### config.mk
export PLATFORM = sky130hd
export DESIGN_NAME = mfa_align_top
export DESIGN_NICKNAME = d
export VERILOG_FILES = /design/src/mfa_pkg.sv /design/src/mfa_align_fifo.sv /design/src/mfa_group_sync.sv /design/src/mfa_align_top.sv
export VERILOG_INCLUDE_DIRS = /design/src
export SDC_FILE = /design/constraint.sdc
export NUM_CORES = 2
export LEC_CHECK = 0
export BUFFER_PORTS_ARGS = -buffer_cell sky130_fd_sc_hd__buf_2
export CAP_MARGIN = 20
export CORE_UTILIZATION = 44
export CTS_BUF_LIST = sky130_fd_sc_hd__clkbuf_16
export DETAILED_ROUTE_END_ITERATION = 10
export MAX_ROUTING_LAYER = met4
export PLACE_DENSITY = 0.57
export SLEW_MARGIN = 20
export SYNTH_ARGS = -nofsm -noshare
export SYNTH_HDL_FRONTEND = slang
export SYNTH_MEMORY_MAX_BITS = 65536
export SYNTH_SLANG_ARGS = --single-unit
export TNS_END_PERCENT = 20
### constraint.sdc
create_clock -name clk -period 7.35 [get_ports clk]
set_input_delay 1.1025 -clock clk [delete_from_list [all_inputs] [get_ports clk]]
set_output_delay 1.1025 -clock clk [all_outputs]
set_load 0.01 [all_outputs]
### src/mfa_cfg.svh
// constants for the multichannel frame alignment synchroniser
// assumes a single 20 MHz clock and an AXI4-Lite register port
`ifndef MFA_CFG_SVH
`define MFA_CFG_SVH

// ****************************************
// sizes
// ****************************************
`define MFA_CHANNELS 8
`define MFA_GROUPS 7
`define MFA_DEPTH 16
`define MFA_AW 4
`define MFA_MID_ADDR 4'h8

// ****************************************
// group synchroniser counts
// ****************************************
`define MFA_CNT_INIT 5'h12
`define MFA_STEP_ONE 5'h01
`define MFA_STEP_TWO 5'h02

// ****************************************
// register offsets and fields
// ****************************************
`define MFA_CTRL_OFF 5'h00
`define MFA_MIN_OFF 5'h04
`define MFA_STATUS_OFF 5'h08
`define MFA_MASK_OFF 5'h0c
`define MFA_LIVE_OFF 5'h10
`define MFA_CTRL_RESYNC_BIT 0
`define MFA_CTRL_MODE_LSB 1
`define MFA_ST_OOS_LSB 0
`define MFA_ST_GROUP_OVERFLOW_FLAG_LSB 8
`define MFA_ST_OCTAL_GROUP 6
`define MFA_MIN_RESET 4'h2
`define MFA_MASK_RESET 7'h00
`define MFA_RESP_OKAY 2'b00
`define MFA_RESP_SLVERR 2'b10

`endif

### src/mfa_pkg.sv
// types shared by the alignment synchroniser files
// constants live in mfa_cfg.svh
package mfa_pkg;
  typedef enum logic [1:0] {
    MFA_SOLO = 2'b00,
    MFA_TWIN = 2'b01,
    MFA_QUAD = 2'b10,
    MFA_OCTAL = 2'b11
  } mfa_mode_t;
endpackage : mfa_pkg

### src/mfa_align_fifo.sv
// one channel's alignment fifo with pointer placement and overflow check
// assumes framer pulses and data arrive on the same clock
`timescale 1ns/1ps
`default_nettype none
`include "mfa_cfg.svh"
module mfa_align_fifo (
  input wire logic clk,
  input wire logic reset_n,
  input wire logic arm,
  input wire logic solo,
  input wire logic fp_in,
  input wire logic wr_en,
  input wire logic [31:0] wr_data,
  input wire logic grp_start,
  input wire logic [3:0] fifo_min,
  output logic [32:0] rd_word,
  output logic rd_valid,
  output logic reading,
  output logic group_overflow_flag_pulse
);
  logic [32:0] mem [0:`MFA_DEPTH-1];
  logic [3:0] wr_ptr_reg;
  logic [3:0] rd_ptr_reg;
  logic placed_reg;
  logic first_fp;

  assign first_fp = fp_in && !placed_reg;

  // write at start on first pulse
  always_ff @(posedge clk) begin
    if (first_fp) begin
      mem[4'h0] <= {1'b1, wr_data};
    end else if (placed_reg && wr_en) begin
      mem[wr_ptr_reg] <= {fp_in, wr_data};
    end
  end

  always_ff @(posedge clk or negedge reset_n) begin
    if (!reset_n) begin
      placed_reg <= 1'b0;
      wr_ptr_reg <= 4'h0;
    end else if (arm) begin
      placed_reg <= 1'b0;
      wr_ptr_reg <= 4'h0;
    end else if (first_fp) begin
      placed_reg <= 1'b1;
      wr_ptr_reg <= 4'h1;
    end else if (placed_reg && wr_en) begin
      wr_ptr_reg <= wr_ptr_reg + 4'h1;
    end
  end

  always_ff @(posedge clk or negedge reset_n) begin
    if (!reset_n) begin
      reading <= 1'b0;
      rd_ptr_reg <= 4'h0;
      rd_valid <= 1'b0;
      rd_word <= 33'h0_0000_0000;
    end else if (arm) begin
      reading <= 1'b0;
      rd_ptr_reg <= 4'h0;
      rd_valid <= 1'b0;
    end else if (first_fp && solo) begin
      reading <= 1'b1;
      rd_ptr_reg <= `MFA_MID_ADDR;
      rd_valid <= 1'b0;
    end else if (grp_start && !solo) begin
      // every member wrote its frame word at zero, so all start together
      reading <= 1'b1;
      rd_ptr_reg <= 4'h0;
      rd_valid <= 1'b0;
    end else if (reading && rd_ptr_reg != wr_ptr_reg) begin
      rd_word <= mem[rd_ptr_reg];
      rd_valid <= 1'b1;
      rd_ptr_reg <= rd_ptr_reg + 4'h1;
    end else begin
      rd_valid <= 1'b0;
    end
  end

  always_ff @(posedge clk or negedge reset_n) begin
    if (!reset_n) begin
      group_overflow_flag_pulse <= 1'b0;
    end else begin
      group_overflow_flag_pulse <= fp_in && placed_reg && reading && !arm
                    && (rd_ptr_reg < fifo_min);
    end
  end
endmodule : mfa_align_fifo
`default_nettype wire

### src/mfa_group_sync.sv
// down counter synchroniser for one alignment group
// assumes member pulses are single-cycle and on this clock
`timescale 1ns/1ps
`default_nettype none
`include "mfa_cfg.svh"
module mfa_group_sync (
  input wire logic clk,
  input wire logic reset_n,
  input wire logic arm,
  input wire logic enable,
  input wire logic [7:0] member,
  input wire logic [7:0] fp_vec,
  output logic start_pulse,
  output logic oos_pulse
);
  logic [4:0] cnt_reg;
  logic [7:0] seen_reg;
  logic done_reg;
  logic [7:0] seen_next;
  logic all_seen;

  assign seen_next = seen_reg | (fp_vec & member);
  assign all_seen = (seen_next == member);

  always_ff @(posedge clk or negedge reset_n) begin
    if (!reset_n) begin
      cnt_reg <= `MFA_CNT_INIT;
      seen_reg <= 8'h00;
      done_reg <= 1'b0;
      start_pulse <= 1'b0;
      oos_pulse <= 1'b0;
    end else if (arm || !enable) begin
      cnt_reg <= `MFA_CNT_INIT;
      seen_reg <= 8'h00;
      done_reg <= 1'b0;
      start_pulse <= 1'b0;
      oos_pulse <= 1'b0;
    end else begin
      seen_reg <= seen_next;
      start_pulse <= 1'b0;
      oos_pulse <= 1'b0;
      if (!done_reg && seen_reg != 8'h00) begin
        if (cnt_reg == 5'h00) begin
          done_reg <= 1'b1;
          start_pulse <= all_seen;
          oos_pulse <= !all_seen;
        end else if (all_seen) begin
          cnt_reg <= (cnt_reg < `MFA_STEP_TWO) ? 5'h00
                     : cnt_reg - `MFA_STEP_TWO;
        end else begin
          cnt_reg <= cnt_reg - `MFA_STEP_ONE;
        end
      end
    end
  end
endmodule : mfa_group_sync
`default_nettype wire

### src/mfa_align_top.sv
// multichannel frame alignment synchroniser with AXI4-Lite registers
// assumes all channel data and framing marks are on clk
//
// The register addresses and register access over AXI4-Lite were chosen for this implementation.
`timescale 1ns/1ps
`default_nettype none
`include "mfa_cfg.svh"
module mfa_align_top (
  input wire logic clk,
  input wire logic reset_n,
  input wire logic [255:0] ch_data,
  input wire logic [7:0] ch_valid,
  input wire logic [7:0] ch_frame_word,
  output logic [255:0] out_data,
  output logic [7:0] out_valid,
  output logic [7:0] out_frame_start,
  output logic irq,
  input wire logic [4:0] s_axi_awaddr,
  input wire logic s_axi_awvalid,
  output logic s_axi_awready,
  input wire logic [31:0] s_axi_wdata,
  input wire logic [3:0] s_axi_wstrb,
  input wire logic s_axi_wvalid,
  output logic s_axi_wready,
  output logic [1:0] s_axi_bresp,
  output logic s_axi_bvalid,
  input wire logic s_axi_bready,
  input wire logic [4:0] s_axi_araddr,
  input wire logic s_axi_arvalid,
  output logic s_axi_arready,
  output logic [31:0] s_axi_rdata,
  output logic [1:0] s_axi_rresp,
  output logic s_axi_rvalid,
  input wire logic s_axi_rready
);
  // ****************************************
  // registers
  // ****************************************
  mfa_pkg::mfa_mode_t mode_reg;
  logic resync_reg;
  logic [3:0] fifo_min_reg;
  logic [6:0] group_out_of_sync_flag;
  logic [6:0] group_overflow_flag;
  logic [6:0] oos_mask_reg;
  logic [6:0] group_overflow_flag_mask_reg;

  // ****************************************
  // bus slave state
  // ****************************************
  logic aw_held_reg;
  logic w_held_reg;
  logic [4:0] awaddr_reg;
  logic [31:0] wdata_reg;
  logic [3:0] wstrb_reg;
  logic do_write;
  logic wr_ctrl;
  logic wr_min;
  logic wr_status;
  logic wr_mask;
  logic [6:0] clr_oos;
  logic [6:0] clr_group_overflow_flag;

  // ****************************************
  // datapath wires
  // ****************************************
  logic [7:0] fp_vec;
  logic [7:0] ch_reading;
  logic [7:0] ch_group_overflow_flag;
  logic [7:0] ch_start;
  logic [6:0] grp_start;
  logic [6:0] grp_oos;
  logic [6:0] grp_enable;
  logic [6:0] grp_group_overflow_flag;
  logic [7:0] grp_member [0:`MFA_GROUPS-1];
  logic solo;
  logic arm;
  logic [32:0] rd_word [0:`MFA_CHANNELS-1];
  logic [7:0] rd_valid;
  logic [6:0] oos_set;
  logic [6:0] group_overflow_flag_set;

  // ****************************************
  // frame pulses
  // ****************************************
  // pulse on framing word
  assign fp_vec = ch_valid & ch_frame_word;
  assign solo = (mode_reg == mfa_pkg::MFA_SOLO);
  assign arm = resync_reg;

  // ****************************************
  // group membership
  // ****************************************
  // pairs, quads and the octal group
  always_comb begin
    for (int g = 0; g < `MFA_GROUPS; g++) begin
      if (g < 4) begin
        grp_member[g] = 8'h03 << (2 * g);
        grp_enable[g] = (mode_reg == mfa_pkg::MFA_TWIN);
      end else if (g < 6) begin
        grp_member[g] = 8'h0f << (4 * (g - 4));
        grp_enable[g] = (mode_reg == mfa_pkg::MFA_QUAD);
      end else begin
        grp_member[g] = 8'hff;
        grp_enable[g] = (mode_reg == mfa_pkg::MFA_OCTAL);
      end
    end
  end

  always_comb begin
    ch_start = 8'h00;
    for (int g = 0; g < `MFA_GROUPS; g++) begin
      grp_group_overflow_flag[g] = grp_enable[g] && ((ch_group_overflow_flag & grp_member[g]) != 8'h00);
      if (grp_start[g]) begin
        ch_start = ch_start | grp_member[g];
      end
    end
  end

  // one synchroniser per possible group; only the mode's groups count
  genvar gi;
  generate
    for (gi = 0; gi < `MFA_GROUPS; gi++) begin : g_grp
      mfa_group_sync u_sync (
        .clk(clk),
        .reset_n(reset_n),
        .arm(arm),
        .enable(grp_enable[gi]),
        .member(grp_member[gi]),
        .fp_vec(fp_vec),
        .start_pulse(grp_start[gi]),
        .oos_pulse(grp_oos[gi])
      );
    end
    for (gi = 0; gi < `MFA_CHANNELS; gi++) begin : g_ch
      mfa_align_fifo u_fifo (
        .clk(clk),
        .reset_n(reset_n),
        .arm(arm),
        .solo(solo),
        .fp_in(fp_vec[gi]),
        .wr_en(ch_valid[gi]),
        .wr_data(ch_data[gi*32 +: 32]),
        .grp_start(ch_start[gi]),
        .fifo_min(fifo_min_reg),
        .rd_word(rd_word[gi]),
        .rd_valid(rd_valid[gi]),
        .reading(ch_reading[gi]),
        .group_overflow_flag_pulse(ch_group_overflow_flag[gi])
      );
    end
  endgenerate

  // ****************************************
  // aligned output to fabric
  // ****************************************
  // flag bit rides with its word, so the frame mark stays aligned
  always_ff @(posedge clk or negedge reset_n) begin
    if (!reset_n) begin
      out_data <= 256'h0;
      out_valid <= 8'h00;
      out_frame_start <= 8'h00;
    end else begin
      for (int c = 0; c < `MFA_CHANNELS; c++) begin
        out_data[c*32 +: 32] <= rd_word[c][31:0];
        out_valid[c] <= rd_valid[c];
        out_frame_start[c] <= rd_valid[c] && rd_word[c][32];
      end
    end
  end

  // ****************************************
  // write channel
  // ****************************************
  // out-of-range writes get an error answer and change nothing
  assign do_write = aw_held_reg && w_held_reg && !s_axi_bvalid;
  assign wr_ctrl = do_write && (awaddr_reg == `MFA_CTRL_OFF);
  assign wr_min = do_write && (awaddr_reg == `MFA_MIN_OFF);
  assign wr_status = do_write && (awaddr_reg == `MFA_STATUS_OFF);
  assign wr_mask = do_write && (awaddr_reg == `MFA_MASK_OFF);
  assign clr_oos = wr_status && wstrb_reg[0]
                   ? wdata_reg[`MFA_ST_OOS_LSB +: 7] : 7'h00;
  assign clr_group_overflow_flag = wr_status && wstrb_reg[1]
                    ? wdata_reg[`MFA_ST_GROUP_OVERFLOW_FLAG_LSB +: 7] : 7'h00;

  // address and data taken in either order, one write at a time
  always_ff @(posedge clk or negedge reset_n) begin
    if (!reset_n) begin
      aw_held_reg <= 1'b0;
      w_held_reg <= 1'b0;
      awaddr_reg <= 5'h00;
      wdata_reg <= 32'h0000_0000;
      wstrb_reg <= 4'h0;
      s_axi_awready <= 1'b0;
      s_axi_wready <= 1'b0;
      s_axi_bvalid <= 1'b0;
      s_axi_bresp <= `MFA_RESP_OKAY;
    end else begin
      s_axi_awready <= !aw_held_reg && !s_axi_awready && s_axi_awvalid;
      s_axi_wready <= !w_held_reg && !s_axi_wready && s_axi_wvalid;
      if (s_axi_awready && s_axi_awvalid) begin
        aw_held_reg <= 1'b1;
        awaddr_reg <= {s_axi_awaddr[4:2], 2'b00};
      end
      if (s_axi_wready && s_axi_wvalid) begin
        w_held_reg <= 1'b1;
        wdata_reg <= s_axi_wdata;
        wstrb_reg <= s_axi_wstrb;
      end
      if (do_write) begin
        s_axi_bvalid <= 1'b1;
        s_axi_bresp <= (awaddr_reg > `MFA_LIVE_OFF)
                       ? `MFA_RESP_SLVERR : `MFA_RESP_OKAY;
      end else if (s_axi_bvalid && s_axi_bready) begin
        s_axi_bvalid <= 1'b0;
        aw_held_reg <= 1'b0;
        w_held_reg <= 1'b0;
      end
    end
  end

  // ****************************************
  // control registers
  // ****************************************
  // resync is a one-cycle command, never stored
  always_ff @(posedge clk or negedge reset_n) begin
    if (!reset_n) begin
      mode_reg <= mfa_pkg::MFA_SOLO;
      resync_reg <= 1'b0;
    end else begin
      resync_reg <= wr_ctrl && wstrb_reg[0]
                    && wdata_reg[`MFA_CTRL_RESYNC_BIT];
      if (wr_ctrl && wstrb_reg[0]) begin
        mode_reg <= mfa_pkg::mfa_mode_t'(wdata_reg[`MFA_CTRL_MODE_LSB +: 2]);
      end
    end
  end

  always_ff @(posedge clk or negedge reset_n) begin
    if (!reset_n) begin
      fifo_min_reg <= `MFA_MIN_RESET;
    end else if (wr_min && wstrb_reg[0]) begin
      fifo_min_reg <= wdata_reg[3:0];
    end
  end

  always_ff @(posedge clk or negedge reset_n) begin
    if (!reset_n) begin
      oos_mask_reg <= `MFA_MASK_RESET;
      group_overflow_flag_mask_reg <= `MFA_MASK_RESET;
    end else if (wr_mask) begin
      if (wstrb_reg[0]) begin
        oos_mask_reg <= wdata_reg[`MFA_ST_OOS_LSB +: 7];
      end
      if (wstrb_reg[1]) begin
        group_overflow_flag_mask_reg <= wdata_reg[`MFA_ST_GROUP_OVERFLOW_FLAG_LSB +: 7];
      end
    end
  end

  // ****************************************
  // sticky status and interrupt
  // ****************************************
  assign oos_set = grp_oos;
  assign group_overflow_flag_set = grp_group_overflow_flag;

  always_ff @(posedge clk or negedge reset_n) begin
    if (!reset_n) begin
      group_out_of_sync_flag <= 7'h00;
    end else begin
      group_out_of_sync_flag <= (group_out_of_sync_flag & ~clr_oos) | oos_set;
    end
  end

  always_ff @(posedge clk or negedge reset_n) begin
    if (!reset_n) begin
      group_overflow_flag <= 7'h00;
    end else begin
      group_overflow_flag <= (group_overflow_flag & ~clr_group_overflow_flag) | group_overflow_flag_set;
    end
  end

  // one cycle behind the flags so the pin comes from a flop
  always_ff @(posedge clk or negedge reset_n) begin
    if (!reset_n) begin
      irq <= 1'b0;
    end else begin
      irq <= ((group_out_of_sync_flag & oos_mask_reg) != 7'h00)
             || ((group_overflow_flag & group_overflow_flag_mask_reg) != 7'h00);
    end
  end

  // ****************************************
  // read channel
  // ****************************************
  // ready is a one-cycle pulse, so a held arvalid is taken only once
  always_ff @(posedge clk or negedge reset_n) begin
    if (!reset_n) begin
      s_axi_arready <= 1'b0;
      s_axi_rvalid <= 1'b0;
      s_axi_rdata <= 32'h0000_0000;
      s_axi_rresp <= `MFA_RESP_OKAY;
    end else begin
      s_axi_arready <= !s_axi_rvalid && !s_axi_arready && s_axi_arvalid;
      if (s_axi_arready && s_axi_arvalid) begin
        s_axi_rvalid <= 1'b1;
        s_axi_rresp <= `MFA_RESP_OKAY;
        unique case ({s_axi_araddr[4:2], 2'b00})
          `MFA_CTRL_OFF: s_axi_rdata <= {29'h0, mode_reg, 1'b0};
          `MFA_MIN_OFF: s_axi_rdata <= {28'h0, fifo_min_reg};
          `MFA_STATUS_OFF: s_axi_rdata <= {17'h0, group_overflow_flag,
                                           1'b0, group_out_of_sync_flag};
          `MFA_MASK_OFF: s_axi_rdata <= {17'h0, group_overflow_flag_mask_reg,
                                         1'b0, oos_mask_reg};
          `MFA_LIVE_OFF: s_axi_rdata <= {24'h0, ch_reading};
          default: begin
            s_axi_rdata <= 32'h0000_0000;
            s_axi_rresp <= `MFA_RESP_SLVERR;
          end
        endcase
      end else if (s_axi_rvalid && s_axi_rready) begin
        s_axi_rvalid <= 1'b0;
      end
    end
  end
endmodule : mfa_align_top
`default_nettype wire

==> flow_summary.ini <==
[synth]
syn_avg_cell_area_sq_um = 21.0
synth_edf_count = 4224
syn-instance-count = 8933
synthArstFlopShare_pct = 15.8
synth_seq_area_share_pct = 78.1
netlist_area_sq_mm = 0.188
synth_top_cell_by_area = edfxtp_1
yosysWarningCount = 0
synth_ff_type = edfxtp_1
synth-seq-cells = 5015
ys_types = 82
yosysTopAreaCellShare_pct = 67.5
yosys-top-cells-area = edfxtp_1 (68%), mux4_2 (13%), dfrtp_1 (10%), a22o_1 (0.96%), a221oi_1 (0.94%)

[global_route]
grt_usage_pct = 21.8
grt_pass1_vias = 94806
grt_pass1_wl_um = 661000
antenna_found_initial = 129
overflow = 0
grt_max_degree = 120

[sta]
maxSlewViolCount = 0
rsz0062_at_grt = no
slew_headroom_pct = 25.7
fin_setup_tns_ps = 0
setup_slack_ps = 3620
fin_crit_ps = 3730
post-route-period-util_pct = 50.8
finalSetupViolations = 0
worst_pin_slew_ps = 1110
hold_violations = 0
finClkSkew_ps = 60.5
timing.fmax_mhz = 268

[clocking]
cts_hold_buf = 0
cts_setup_buffers = 0
cts_tree = built
path_clk_slew_ps = 60
clk_latency_ps = 1050
numCtsBuffers = 531
cts-root-buf = clkbuf_16
clockBufferDepth = 4
cts.repair.resized = 0
cts_sinks = 5015
htree_num_levels = 6

[place]
post-dp-hpwl_um = 241000
dp_slack_ps = 3510
port_buffers = 595
place.gp.congestion = 0.764

[route]
drt_iter0_drc = 8220
vias = 91396
drc = 0
antenna_left = 0
wire_per_inst_um = 28.7
firstDrtPassIters = 8
wirelength_um = 458000
vias_per_cell = 5.72

[floorplan]
core_area_sq_mm = 0.424
start_util_pct = 44.3
ios = 639
design.die.area_sq_mm = 0.430
placementRows = 239
die_height_um = 655
die_w_um = 655

[run]
maxCapViolCount = 0

[setup_path]
path_max_fanout = 38
worstSetupEndpointType = flop
required_ps = 8230
critPathArrivalTime_ps = 4610
crit_type = reg -> reg
critPathLaunchType = flop

[cells_and_area]
largest_reg_flops = 4224
regMostFlops = g_ch.u_fifo.mem
area_growth_syn_to_layout_pct = 15.0
drive_gt1_share_pct = 28.6
fin_util_pct = 50.9
nFillCells = 33503
reg.largest.list = g_ch.u_fifo.mem: 4224 flops, g_ch.u_fifo.rd_word: 264 flops, out_data: 256 flops
nNetsFinal = 10181

[outcome]
status = finished, final reports clean

[power_and_ir_drop]
cellPowerDensity_mw_per_mm2 = 394
power_leakage_nw = 72.8
peakVddDrop_mv = 0.311

[hold_path]
hp-class = in -> async
[placed cells by master (no fill, tap or decap), types with 94 or more instances in the layout]
cell	instances
a21oi_1	94
a221oi_1	202
a22o_1	205
a22oi_1	163
buf_2	594
buf_4	223
clkbuf_16	536
clkinv_1	131
dfrtp_1	759
edfxtp_1	4224
inv_1	194
mux4_2	1056
nand2_1	400
nor2_1	195
o21ai_0	188
[where the power goes]
| group | switching (W) | total, W | internal, W |
|---|---|---|---|
| Clock | 0.0113 | 0.0260 | 0.0147 |
| Sequential | 0.00296 | 0.0379 | 0.0350 |
| Combinational | 0.0116 | 0.0213 | 0.00972 |
| Total | 0.0259 | 0.0852 | 0.0594 |
[logic make-up after synthesis]
group | Yosys count | share of synthesized area, %
adder cells (fa/ha/maj) | 61 | 0.406
flip-flops | 5015 | 78.1
AO/OA/AOI/OAI | 1032 | 4.01
buffers and inverters | 582 | 1.34
other | 1 | 0.00200
XOR/XNOR | 50 | 0.233
multiplexers | 1198 | 13.5
AND/OR/NAND/NOR | 994 | 2.40
[final timing paths]
check	slack, ps	end	start	cells after the start
max in group asynchronous	5460	g_ch[2].u_fifo.rd_ptr_reg[0]	reset_n	3
worst max register to register	3620	g_ch[4].u_fifo.rd_word[26]	g_ch[4].u_fifo.rd_ptr_reg[0]	6
min in group clk	290	aw_held_reg	s_axi_bready	2
worst min register to register	350	out_data[50]	g_ch[1].u_fifo.rd_word[18]	0
worst min-delay path	70	g_ch[6].u_fifo.rd_word[27]	reset_n	1
worst max-delay path	3620	g_ch[4].u_fifo.rd_word[26]	g_ch[4].u_fifo.rd_ptr_reg[0]	6
[layout make-up]
cell class / instances / area, sq um / area share [%]
Clock buffer: 536 / 13400 / 6.21
Tap cell: 5663 / 7090 / 3.28
Sequential cell: 5015 / 147000 / 67.9
Multi-Input combinational cell: 3354 / 39800 / 18.4
Inverter: 63 / 236 / 0.109
Clock inverter: 441 / 3700 / 1.71
Antenna cell: 67 / 168 / 0.0776
Timing Repair Buffer: 830 / 4920 / 2.28
[stage by stage]
step           hold WS [ps]  cells  power, W  cell area [sq um]
2_1_floorplan           347   8951    0.0524             188000
3_3_place_gp            351  14923    0.0599             199000
3_5_place_dp            354  14923    0.0604             199000
4_1_cts                62.2  15900    0.0864             216000
5_1_grt                80.0  15958    0.0891             216000
6_report               68.7  15969    0.0852             216000
[cell usage after synthesis, types with 45 or more instances]
library cell	n
edfxtp_1	4224
mux4_2	1056
dfrtp_1	776
nand2_1	400
clkbuf_1	290
nor2_1	277
a22o_1	205
a221oi_1	202
o21ai_0	188
a22oi_1	163
buf_2	150
a21oi_1	94
mux2_2	80
o21ai_1	73
nor3_1	68
inv_1	63
ha_1	61
buf_1	45
[worst max-delay path: stages, from the launching register on]
cell and delay [ps]:
dfrtp_4 720, buf_4 660, buf_4 760, mux4_2 600, a22o_1 250, a221oi_1 380
o21ai_1 100
[per-layer routing]
layer  track usage [%]  up-vias  share of wire, %
li1                  -    38631                 -
met1              28.5    49282                41
met2              35.7     2736                50
met3              3.43      747               5.7
met4              5.74        0               2.8
met5                 -        -                 0
Power figures use the tool's default switching activity.
